**config.mk**
```make
export PLATFORM = sky130hd
export DESIGN_NAME = fsc_top
export DESIGN_NICKNAME = d
export VERILOG_FILES = /design/src/pkg/fsc_pkg.sv /design/src/pkg/fsc_if.sv /design/src/verilog/fsc_sticky.sv /design/src/verilog/fsc_addr.sv /design/src/verilog/fsc_top.sv
export VERILOG_INCLUDE_DIRS = /design/src /design/src/pkg
export SDC_FILE = /design/constraint.sdc
export NUM_CORES = 1
export LEC_CHECK = 0
export ABC_CLOCK_PERIOD_IN_PS = 2100
export BUFFER_PORTS_ARGS = -buffer_cell sky130_fd_sc_hd__buf_4
export CAP_MARGIN = 15
export CORE_ASPECT_RATIO = 1.25
export CORE_UTILIZATION = 46
export DETAILED_ROUTE_END_ITERATION = 8
export PLACE_DENSITY = 0.87
export SLEW_MARGIN = 20
export SYNTH_ARGS = -nofsm -noshare
export SYNTH_HDL_FRONTEND = slang
export SYNTH_SLANG_ARGS = --single-unit
export TNS_END_PERCENT = 10
```
**constraint.sdc**
```tcl
create_clock -name sys_clk -period 2.1 [get_ports sys_clk]
set_input_delay 0.315 -clock sys_clk [delete_from_list [all_inputs] [get_ports sys_clk]]
set_output_delay 0.315 -clock sys_clk [all_outputs]
set_load 0.01 [all_outputs]
```
**src/pkg/fsc_consts.svh**
```systemverilog
// Offsets, field positions, masks and reset values of the fault status block
`ifndef FSC_CONSTS_SVH
`define FSC_CONSTS_SVH
// Register addresses (full 32-bit byte addresses)
`define FSC_ADDR_COMBINED 32'hE000ED28
`define FSC_ADDR_HARD 32'hE000ED2C
`define FSC_ADDR_MEM_ADDR 32'hE000ED30
`define FSC_ADDR_BUS_ADDR 32'hE000ED34
// Byte lanes of the combined word
`define FSC_LANE_MEM 0
`define FSC_LANE_BUS 1
`define FSC_LANE_USAGE 2
// Memory-manage status byte
`define FSC_MEM_VALID_BIT 7
`define FSC_MEM_IMPL 8'h80
// Bus-fault status byte
`define FSC_BUS_VALID_BIT 7
`define FSC_BUS_STACK_BIT 5
`define FSC_BUS_UNSTACK_BIT 4
`define FSC_BUS_PRECISE_BIT 1
`define FSC_BUS_IFETCH_BIT 0
`define FSC_BUS_IMPL 8'hB3
// Usage-fault status halfword
`define FSC_USE_DIVZERO_BIT 9
`define FSC_USE_UNALIGN_BIT 8
`define FSC_USE_STKOVF_BIT 4
`define FSC_USE_COPROCESSOR_ABSENT_FLAG_BIT 3
`define FSC_USE_BADPC_BIT 2
`define FSC_USE_BADSTATE_BIT 1
`define FSC_USE_UNDEF_BIT 0
`define FSC_USE_IMPL 16'h031F
// Hard-fault status word
`define FSC_HARD_DEBUG_BIT 31
`define FSC_HARD_FORCED_BIT 30
`define FSC_HARD_VECTOR_BIT 1
`define FSC_HARD_IMPL 32'hC0000002
// Reset values
`define FSC_RESET_STATUS 32'h00000000
`define FSC_RESET_ADDR 32'h00000000
`endif

```
**src/pkg/fsc_pkg.sv**
```systemverilog
// Types shared by the fault status block
package fsc_pkg;
  // Access size of a register request
  typedef enum logic [1:0] {
    FSC_SIZE_BYTE = 2'h0,
    FSC_SIZE_HALF = 2'h1,
    FSC_SIZE_WORD = 2'h2
  } fsc_size_t;
  // Register selected by a decoded address
  typedef enum logic [4:0] {
    FSC_REG_NONE = 5'h01,
    FSC_REG_COMBINED = 5'h02,
    FSC_REG_HARD = 5'h04,
    FSC_REG_MEM_ADDR = 5'h08,
    FSC_REG_BUS_ADDR = 5'h10
  } fsc_reg_t;
  typedef logic [3:0] fsc_lanes_t;
endpackage

```
**src/pkg/fsc_if.sv**
```systemverilog
// Carriers between the fault status top and its storage modules
`timescale 1ns/1ns
interface fsc_flag_if #(parameter int W = 8);
  logic [W-1:0] set;
  logic [W-1:0] clr;
  logic [W-1:0] value;
  modport owner (input set, input clr, output value);
  modport user (output set, output clr, input value);
endinterface

interface fsc_addr_if;
  logic load;
  logic [31:0] load_val;
  logic sw_we;
  logic [31:0] sw_data;
  logic [31:0] value;
  modport owner (input load, input load_val, input sw_we, input sw_data,
                 output value);
  modport user (output load, output load_val, output sw_we, output sw_data,
                input value);
endinterface

```
**src/verilog/fsc_sticky.sv**
```systemverilog
// Write-one-to-clear sticky flag register of configurable width
`timescale 1ns/1ns
module fsc_sticky #(
  parameter int W = 8,
  parameter logic [W-1:0] IMPL = '1
) (
  input wire logic sys_clk,
  input wire logic reset,
  input wire logic ce,
  fsc_flag_if.owner f
);
  logic [W-1:0] q;

  // One flop per implemented bit; a set in the clearing cycle still lands
  for (genvar i = 0; i < W; i++)
  begin : g_bit
    if (IMPL[i])
    begin : g_impl
      logic bit_q;
      always_ff @(posedge sys_clk)
      begin
        if (reset)
          bit_q <= 1'b0;
        else if (ce)
          bit_q <= f.set[i] | (bit_q & ~f.clr[i]);
      end
      // Every bit of q is a continuous driver, so none has two kinds
      assign q[i] = bit_q;
    end
    else
    begin : g_res
      // Reserved bit: no storage, reads zero
      assign q[i] = 1'b0;
    end
  end

  assign f.value = q;
endmodule

```
**src/verilog/fsc_addr.sv**
```systemverilog
// Fault address capture register, loaded by hardware, writable by software
`timescale 1ns/1ns
`include "fsc_consts.svh"
module fsc_addr (
  input wire logic sys_clk,
  input wire logic reset,
  input wire logic ce,
  fsc_addr_if.owner a
);
  logic [31:0] q;

  // Hardware capture wins over a software write in the same cycle
  always_ff @(posedge sys_clk)
  begin
    if (reset)
      q <= `FSC_RESET_ADDR;
    else if (ce)
    begin
      if (a.load)
        q <= a.load_val;
      else if (a.sw_we)
        q <= a.sw_data;
    end
  end

  assign a.value = q;
endmodule

```
**src/verilog/fsc_top.sv**
```systemverilog
// Fault status and fault address capture block of the system control space
`timescale 1ns/1ns
`include "fsc_consts.svh"

module fsc_top (
  input wire logic sys_clk,
  input wire logic reset,
  input wire logic ce,
  input wire logic reg_sel,
  input wire logic reg_write,
  input wire logic [31:0] reg_addr,
  input wire logic [1:0] reg_size,
  input wire logic [31:0] reg_wdata,
  input wire logic reg_nonsecure,
  output logic [31:0] reg_rdata,
  output logic reg_ack,
  input wire logic secure_only_fault_config,
  input wire logic stack_fault_evt,
  input wire logic unstack_fault_evt,
  input wire logic data_bus_err_evt,
  input wire logic [31:0] data_bus_err_addr,
  input wire logic ifetch_err_detect,
  input wire logic ifetch_issue,
  input wire logic ifetch_flush,
  input wire logic mem_fault_evt,
  input wire logic [31:0] mem_fault_addr,
  input wire logic divide_zero_evt,
  input wire logic unaligned_evt,
  input wire logic stack_overflow_evt,
  input wire logic coproc_absent_evt,
  input wire logic bad_pc_evt,
  input wire logic bad_state_evt,
  input wire logic undef_opcode_evt,
  input wire logic forced_evt,
  input wire logic vector_read_fail_evt,
  input wire logic debug_evt,
  output logic fault_flag_any
);
  fsc_flag_if #(.W(8)) mem_f ();
  fsc_flag_if #(.W(8)) bus_f ();
  fsc_flag_if #(.W(16)) use_f ();
  fsc_flag_if #(.W(32)) hard_f ();
  fsc_addr_if mem_a ();
  fsc_addr_if bus_a ();

  fsc_pkg::fsc_reg_t reg_hit;
  fsc_pkg::fsc_lanes_t lanes;
  logic legal;
  logic wr_go;
  logic hard_visible;
  logic ifetch_pending;
  logic [31:0] combined_word;
  logic [31:0] w1c_mask;
  logic [31:0] next_rdata;

  // Byte lanes touched by an access of the given size and address
  function automatic fsc_pkg::fsc_lanes_t lane_mask(
    input logic [1:0] size,
    input logic [1:0] low);
    fsc_pkg::fsc_lanes_t m;
    m = 4'h0;
    case (fsc_pkg::fsc_size_t'(size))
      fsc_pkg::FSC_SIZE_BYTE: m = 4'(4'h1 << low);
      fsc_pkg::FSC_SIZE_HALF: m = low[1] ? 4'hC : 4'h3;
      fsc_pkg::FSC_SIZE_WORD: m = 4'hF;
      default: m = 4'h0;
    endcase
    return m;
  endfunction

  // Spread a lane mask to a bit mask
  function automatic logic [31:0] lane_bits(input fsc_pkg::fsc_lanes_t m);
    logic [31:0] b;
    b = 32'h0;
    for (int i = 0; i < 4; i++)
      b[i*8 +: 8] = {8{m[i]}};
    return b;
  endfunction

  // Address decode on the word address
  always_comb
  begin
    case (reg_addr[31:2])
      30'(`FSC_ADDR_COMBINED >> 2): reg_hit = fsc_pkg::FSC_REG_COMBINED;
      30'(`FSC_ADDR_HARD >> 2): reg_hit = fsc_pkg::FSC_REG_HARD;
      30'(`FSC_ADDR_MEM_ADDR >> 2): reg_hit = fsc_pkg::FSC_REG_MEM_ADDR;
      30'(`FSC_ADDR_BUS_ADDR >> 2): reg_hit = fsc_pkg::FSC_REG_BUS_ADDR;
      default: reg_hit = fsc_pkg::FSC_REG_NONE;
    endcase
  end

  // Size legality: only the combined word takes narrow accesses
  always_comb
  begin
    lanes = lane_mask(reg_size, reg_addr[1:0]);
    legal = 1'b0;
    if (reg_hit == fsc_pkg::FSC_REG_COMBINED)
      legal = (reg_size == 2'h0) ||
              (reg_size == 2'h1 && !reg_addr[0]) ||
              (reg_size == 2'h2 && reg_addr[1:0] == 2'h0);
    else if (reg_hit != fsc_pkg::FSC_REG_NONE)
      legal = (reg_size == 2'h2) && (reg_addr[1:0] == 2'h0);
  end

  assign wr_go = reg_sel && reg_write && legal;
  // Ones written on the touched lanes only; a zero leaves a flag alone
  assign w1c_mask = reg_wdata & lane_bits(lanes);
  // Non-secure view of hard status is closed unless the config opens it
  assign hard_visible = secure_only_fault_config || !reg_nonsecure;

  // Fetch errors are held until the instruction is issued or discarded
  always_ff @(posedge sys_clk)
  begin
    if (reset)
      ifetch_pending <= 1'b0;
    else if (ce)
    begin
      if (ifetch_issue || ifetch_flush)
        ifetch_pending <= 1'b0;
      else if (ifetch_err_detect)
        ifetch_pending <= 1'b1;
    end
  end

  // Memory-manage byte: only its address valid flag is kept here
  always_comb
  begin
    mem_f.set = 8'h00;
    mem_f.clr = 8'h00;
    mem_f.set[`FSC_MEM_VALID_BIT] = mem_fault_evt;
    mem_f.clr[`FSC_MEM_VALID_BIT] = data_bus_err_evt;
    if (wr_go && reg_hit == fsc_pkg::FSC_REG_COMBINED)
      mem_f.clr = mem_f.clr | w1c_mask[`FSC_LANE_MEM*8 +: 8];
  end

  // Bus-fault byte events; stacking faults carry no address
  always_comb
  begin
    bus_f.set = 8'h00;
    bus_f.clr = 8'h00;
    bus_f.set[`FSC_BUS_VALID_BIT] = data_bus_err_evt;
    bus_f.clr[`FSC_BUS_VALID_BIT] = mem_fault_evt;
    bus_f.set[`FSC_BUS_STACK_BIT] = stack_fault_evt;
    bus_f.set[`FSC_BUS_UNSTACK_BIT] = unstack_fault_evt;
    bus_f.set[`FSC_BUS_PRECISE_BIT] = data_bus_err_evt;
    bus_f.set[`FSC_BUS_IFETCH_BIT] =
      ifetch_issue && (ifetch_pending || ifetch_err_detect);
    if (wr_go && reg_hit == fsc_pkg::FSC_REG_COMBINED)
      bus_f.clr = bus_f.clr | w1c_mask[`FSC_LANE_BUS*8 +: 8];
  end

  // Usage-fault halfword events
  always_comb
  begin
    use_f.set = 16'h0000;
    use_f.clr = 16'h0000;
    use_f.set[`FSC_USE_DIVZERO_BIT] = divide_zero_evt;
    use_f.set[`FSC_USE_UNALIGN_BIT] = unaligned_evt;
    use_f.set[`FSC_USE_STKOVF_BIT] = stack_overflow_evt;
    use_f.set[`FSC_USE_COPROCESSOR_ABSENT_FLAG_BIT] = coproc_absent_evt;
    use_f.set[`FSC_USE_BADPC_BIT] = bad_pc_evt;
    use_f.set[`FSC_USE_BADSTATE_BIT] = bad_state_evt;
    use_f.set[`FSC_USE_UNDEF_BIT] = undef_opcode_evt;
    if (wr_go && reg_hit == fsc_pkg::FSC_REG_COMBINED)
      use_f.clr = w1c_mask[`FSC_LANE_USAGE*8 +: 16];
  end

  // Hard-fault word events and software clear
  always_comb
  begin
    hard_f.set = 32'h0;
    hard_f.clr = 32'h0;
    hard_f.set[`FSC_HARD_DEBUG_BIT] = debug_evt;
    hard_f.set[`FSC_HARD_FORCED_BIT] = forced_evt;
    hard_f.set[`FSC_HARD_VECTOR_BIT] = vector_read_fail_evt;
    if (wr_go && reg_hit == fsc_pkg::FSC_REG_HARD && hard_visible)
      hard_f.clr = reg_wdata;
  end

  // Address capture: only faults that know their address load
  always_comb
  begin
    mem_a.load = mem_fault_evt;
    mem_a.load_val = mem_fault_addr;
    mem_a.sw_we = wr_go && reg_hit == fsc_pkg::FSC_REG_MEM_ADDR;
    mem_a.sw_data = reg_wdata;
    bus_a.load = data_bus_err_evt;
    bus_a.load_val = data_bus_err_addr;
    bus_a.sw_we = wr_go && reg_hit == fsc_pkg::FSC_REG_BUS_ADDR;
    bus_a.sw_data = reg_wdata;
  end

  fsc_sticky #(.W(8), .IMPL(`FSC_MEM_IMPL)) u_mem_status (
    .sys_clk(sys_clk),
    .reset(reset),
    .ce(ce),
    .f(mem_f)
  );

  fsc_sticky #(.W(8), .IMPL(`FSC_BUS_IMPL)) u_bus_status (
    .sys_clk(sys_clk),
    .reset(reset),
    .ce(ce),
    .f(bus_f)
  );

  fsc_sticky #(.W(16), .IMPL(`FSC_USE_IMPL)) u_usage_status (
    .sys_clk(sys_clk),
    .reset(reset),
    .ce(ce),
    .f(use_f)
  );

  fsc_sticky #(.W(32), .IMPL(`FSC_HARD_IMPL)) u_hard_status (
    .sys_clk(sys_clk),
    .reset(reset),
    .ce(ce),
    .f(hard_f)
  );

  fsc_addr u_mem_addr (
    .sys_clk(sys_clk),
    .reset(reset),
    .ce(ce),
    .a(mem_a)
  );

  fsc_addr u_bus_addr (
    .sys_clk(sys_clk),
    .reset(reset),
    .ce(ce),
    .a(bus_a)
  );

  // Combined word: usage halfword over bus byte over memory byte
  assign combined_word = {use_f.value, bus_f.value, mem_f.value};

  // Read mux; narrow reads return only their own lanes
  always_comb
  begin
    next_rdata = 32'h0;
    if (reg_sel && !reg_write && legal)
    begin
      case (reg_hit)
        fsc_pkg::FSC_REG_COMBINED:
          next_rdata = combined_word & lane_bits(lanes);
        fsc_pkg::FSC_REG_HARD:
          next_rdata = hard_visible ? hard_f.value : 32'h0;
        fsc_pkg::FSC_REG_MEM_ADDR: next_rdata = mem_a.value;
        fsc_pkg::FSC_REG_BUS_ADDR: next_rdata = bus_a.value;
        default: next_rdata = 32'h0;
      endcase
    end
  end

  // Registered answer one cycle after every select, mapped or not
  always_ff @(posedge sys_clk)
  begin
    if (reset)
    begin
      reg_rdata <= `FSC_RESET_STATUS;
      reg_ack <= 1'b0;
    end
    else if (ce)
    begin
      reg_rdata <= next_rdata;
      reg_ack <= reg_sel;
    end
  end

  // Summary level so the exception logic can see any recorded cause
  always_ff @(posedge sys_clk)
  begin
    if (reset)
      fault_flag_any <= 1'b0;
    else if (ce)
      fault_flag_any <= (|bus_f.value[6:0]) || (|use_f.value) ||
                        (|hard_f.value);
  end
endmodule

```
==> flow_summary.toml, run 1 <==
[synthesis]
ys_top_cells_by_count = "dfxtp_1 (115), nor2_1 (77), mux2i_1 (65)"
seq_area_frac_synth_pct = 38.9
synth_edf_count = 0
async_flop_share_pct = 0
synthCells = 644
syn-num-nets = 798
synth_top_cell_by_area = "dfxtp_1"
yosysTopAreaCellShare_pct = 38.9
synth_ff_type = "dfxtp_1"
ys_ff_latch = 115
synth.distinct_cells = 50
yosysWarnings = 0
netlist_top_cells_area = "dfxtp_1 (39%), mux2i_1 (11%), mux2_2 (6.1%)"
synth.most_common_cell = "dfxtp_1"
syn_avg_cell_area_um2 = 9.18
synth_area_mm2 = 0.00591

[timing]
setup-tns-final_ns = 0
finalHoldViolCount = 0
rsz0062_at_grt = "no"
setup_viol = 0
final_period_minus_worst_setup_slack_ns = 1.80
layout_worst_path_cycle_share_pct = 85.9
worst_pin_slew_ns = 0.982
max_slew_margin_pct = 34.6
slew_viol_final = 0
finalClockSkew_ns = 0.00452
max_freq_ghz = 0.554

[floorplanning]
die_area_mm2 = 0.0133
dieWidth_um = 103
core_area_mm2 = 0.0123
std_cell_rows = 45
num_io_pins = 188
initial_core_util_pct = 48.0
die_y_um = 129

[global_route]
grt_max_degree = 84
overflow = 0
track_usage_pct = 28.5
grt_pass1_wl_um = 28700
grt_antenna_before_repair = 0
grt_pass1_vias = 5710

[setup_path]
crit_type = "primary input to flip-flop"
crit_fanout = 34
crit_arrival_ns = 2.04
cp.required_ns = 2.34
r2r_slack_ns = 0.56
cp-start-kind = "primary input"
cp-end-kind = "flip-flop"

[route]
wl_per_cell_um = 18.8
drt_wl_total_um = 19000
drtIter0Drc = 455
drc = 0
vias = 5983
dr.pass1.iters = 5
final_antenna_net_count = 0
via_per_inst = 5.92

[job]
maxCapViolCount = 0

[clocking]
clkTransAtPathRegs_ns = 0.05
cts_resized = 0
htreeDepth = 4
numClockSinks = 115
insertion_delay_ns = 0.41
root_buffer = "clkbuf_16"
cts_buffer_depth = 2
cts_tree = "built"
post_cts_buffers = 0
cts_buffers = 17
cts_hold_buf = 0

[layout]
post-route-util_pct = 66.9
nNetsFinal = 987
n_antenna_cell = 0
area_growth_syn_to_layout_pct = 39.6
layout-drive-gt1-share_pct = 38.9

[place]
io_buffers = 187
post-dp-hpwl_um = 13000
gp_congestion = 0.886

[status]
status = "finished, final reports clean"

[power]
pwr_density_cell_mw_per_mm2 = 744
ir_drop_uv = 412
leakage_nw = 3.49

[worst_hold_path]
hold_class = "primary input to flip-flop"
==> power by group <==
part | leakage [nW] | total [mW] | internal [mW] | switching (mW)
registers | 0.941 | 2.35 | 2.28 | 0.0626
clock network | 0.294 | 2.95 | 1.88 | 1.08
logic | 2.25 | 0.844 | 0.441 | 0.403
total | 3.49 | 6.14 | 4.60 | 1.54
==> final timing paths <==
kind	startpoint	endpoint	cells after the start
hold / removal	reg_wdata[20]	u_usage_status.g_bit[4].g_impl.bit_q	2
setup reg to reg	u_bus_status.g_bit[0].g_impl.bit_q	fault_flag_any	3
setup / recovery	reg_size[0]	u_bus_addr.a.value[24]	7
hold reg to reg	reg_rdata[0]	reg_rdata[0]	2
==> cell type report <==
type,instances,area (um^2)
fillers,922,4080
multi-input cells,472,3380
flip-flops and latches,115,2300
repair buffers,226,1760
clock buffers,17,425
well taps,164,205
clock inverters,15,181
inverters,1,3.75
==> flip-flops by register name, summed over array words and instances, names as in the netlist, 3 cells and up <==
register and count:
u_hard_status.g_bit.g_impl.bit_q 3, u_mem_addr.a.value 32, u_usage_status.g_bit.g_impl.bit_q 7, u_bus_status.g_bit.g_impl.bit_q 5, reg_rdata 32, u_bus_addr.a.value 32
==> critical path, stage by stage <==
cell	delay, ns
buf_4	0.11
or3_4	0.40
nor4_2	0.37
nand4_4	0.17
buf_12	0.21
a221oi_1	0.33
a211oi_1	0.11
==> cells by family (layout without fill, tap and decap cells) <==
family	after synthesis	count (layout)	share of synthesized area [%]
compound gates	157	157	20.9
simple gates	217	217	18.4
mux	97	97	17.1
flops	115	115	38.9
xor+xnor	1	1	0.148
buf+inv	57	259	4.57
==> cell usage in the layout, fill, tap and decap left out, types with 4 or more instances in the layout <==
cell / instances
buf_4: 221
dfxtp_1: 115
nor2_1: 76
mux2i_1: 65
nand2_1: 63
nor2b_1: 33
mux2_2: 32
a221oi_1: 27
a211oi_1: 23
a21oi_1: 22
o21ai_1: 22
clkbuf_16: 17
a311oi_1: 15
o21ai_2: 10
o32a_1: 10
a211oi_2: 9
nor3_1: 7
nor4_1: 5
a221oi_2: 5
buf_12: 5
inv_6: 4
==> metal layers <==
metal	vias to the layer above	global-route usage, %	wire length, um
met3	68	7.82	1580
met5	-	0	0
met4	0	11.3	682
met2	323	49.0	9340
li1	2759	-	-
met1	2833	33.1	7390
==> stage by stage <==
| step | power, mW | cells | instance area, um^2 | worst slack [ns] | hold slack (ns) |
|---|---|---|---|---|---|
| after global placement | 3.19 | 978 | 7650 | -0.0365 | 0.436 |
| after floorplan | 2.81 | 644 | 5910 | 0.146 | 0.424 |
| final | 6.14 | 1010 | 8250 | 0.296 | 0.107 |
| after CTS | 6.15 | 1010 | 8250 | 0.303 | 0.102 |
| after global routing | 6.32 | 1010 | 8250 | 0.250 | 0.105 |
| after detailed placement | 3.21 | 978 | 7650 | -0.0711 | 0.443 |
No activity file was read; power rests on OpenSTA's default activity.
==> run 2, diff against run 1 <==
--- a/config.mk
+++ b/config.mk
@@ -12,7 +12,7 @@
 export CORE_ASPECT_RATIO = 1.25
 export CORE_UTILIZATION = 46
 export DETAILED_ROUTE_END_ITERATION = 8
-export PLACE_DENSITY = 0.87
+export PLACE_DENSITY_LB_ADDON = 0.2
 export SLEW_MARGIN = 20
 export SYNTH_ARGS = -nofsm -noshare
 export SYNTH_HDL_FRONTEND = slang
==> flow_summary.toml, run 2 (synthesis results as in run 1) <==
[status]
status = "finished, final reports clean"

[route]
wl_per_cell_um = 18.7
final_antenna_net_count = 0
drc = 0
drt_wl_total_um = 18800
via_per_inst = 5.80
vias = 5836
drtIter0Drc = 363
dr.pass1.iters = 5

[setup_path]
crit_arrival_ns = 2.08
crit_type = "primary input to flip-flop"
cp-start-kind = "primary input"
cp.required_ns = 2.34
r2r_slack_ns = 0.75
crit_fanout = 38
cp-end-kind = "flip-flop"

[layout]
mostFrequentLayoutCell = "buf_4"
n_antenna_cell = 0
post-route-util_pct = 67.0
fin_cells = 1006
nNetsFinal = 983
layout-drive-gt1-share_pct = 38.6
area_growth_syn_to_layout_pct = 39.6
fillers = 999
final_area_mm2 = 0.00826
final_cell_mix = "buf_4 (219), dfxtp_1 (115), nor2_1 (76), mux2i_1 (65), nand2_1 (63)"

[place]
placed_cell_area_mm2 = 0.00759
post-dp-hpwl_um = 12900
placed_cells = 974
gp_congestion = 0.843
io_buffers = 187

[worst_hold_path]
hold_class = "primary input to flip-flop"

[global_route]
overflow = 0
grt_max_degree = 84
track_usage_pct = 28.9
grt_pass1_vias = 5955
grt_antenna_before_repair = 0
grt_pass1_wl_um = 29200

[clocking]
root_buffer = "clkbuf_16"
cts_buffers = 17
cts_tree = "built"
cts_buffer_depth = 2
numClockSinks = 115
htreeDepth = 4
post_cts_buffers = 0
insertion_delay_ns = 0.41
clkTransAtPathRegs_ns = 0.06
cts_hold_buf = 0
cts_resized = 0

[timing]
slew_viol_final = 0
fin_hold_ws_ns = 0.123
rsz0062_at_grt = "no"
final_period_minus_worst_setup_slack_ns = 1.83
finalHoldViolCount = 0
setup_viol = 0
finalClockSkew_ns = 0.0157
max_freq_ghz = 0.545
layout_worst_path_cycle_share_pct = 87.3
worst_pin_slew_ns = 0.975
max_slew_margin_pct = 35.0

[floorplanning]
initial_core_util_pct = 48.0
die_y_um = 129
core_area_mm2 = 0.0123
die_area_mm2 = 0.0133
dieWidth_um = 103
std_cell_rows = 45
num_io_pins = 188

[power]
leakage_nw = 3.49
ir_drop_uv = 593
pwr_density_cell_mw_per_mm2 = 777

[job]
maxCapViolCount = 0
run 2: cell count changes in the layout (fill, tap and decap cells not counted):
cell        delta
buf_12         -2
buf_4          -2
bufinv_16      +2
clkbuf_8       +1
clkinv_2       -2
clkinv_4       +1
clkinvlp_4     -2
run 2: metrics by stage:
step	TNS (ns)	setup WS (ns)	power, mW
floorplan	0	0.146	2.81
global placement	-2.36	-0.0850	3.19
detailed placement	-5.05	-0.149	3.21
CTS	0	0.286	6.43
global route	0	0.116	6.62
finish	0	0.267	6.41
run 2: power by group:
| part | total (mW) | internal, mW | switching (mW) |
|---|---|---|---|
| Sequential | 2.34 | 2.28 | 0.0602 |
| Combinational | 0.839 | 0.438 | 0.401 |
| Clock | 3.23 | 2.16 | 1.07 |
| Total | 6.41 | 4.88 | 1.54 |
run 2: layout make-up:
cell class / instances / area (um^2) / share of cell area, %
clock buffer: 18 / 439 / 5.32
multi-input combinational: 472 / 3380 / 40.9
sequential: 115 / 2300 / 27.9
inverter: 1 / 3.75 / 0.0455
timing repair buffer: 222 / 1700 / 20.6
clock inverter: 14 / 225 / 2.73
tap: 164 / 205 / 2.49
run 2: layer usage:
layer  global-route usage, %  vias to the layer above  wire, um
met5                       0                        -         0
met4                    15.8                        0       633
met3                    5.81                       42      1320
met2                    51.4                      273      9790
met1                    31.7                     2767      7040
li1                        -                     2754         -
run 2: final timing paths:
path                                                    startpoint                                    to  cells past startpoint
worst min register to register                       reg_rdata[11]                         reg_rdata[11]                      2
worst max register to register  u_bus_status.g_bit[0].g_impl.bit_q                        fault_flag_any                      3
worst max-delay path                                   reg_size[0]                u_bus_addr.a.value[15]                      7
worst min-delay path                                 reg_wdata[18]  u_usage_status.g_bit[2].g_impl.bit_q                      2
run 2: critical path: stages:
cell and delay (ns):
buf_4 0.11, or3_4 0.41, nor4_2 0.38, nand4_4 0.16, buf_12 0.23, a221oi_1 0.34, a211oi_1 0.11
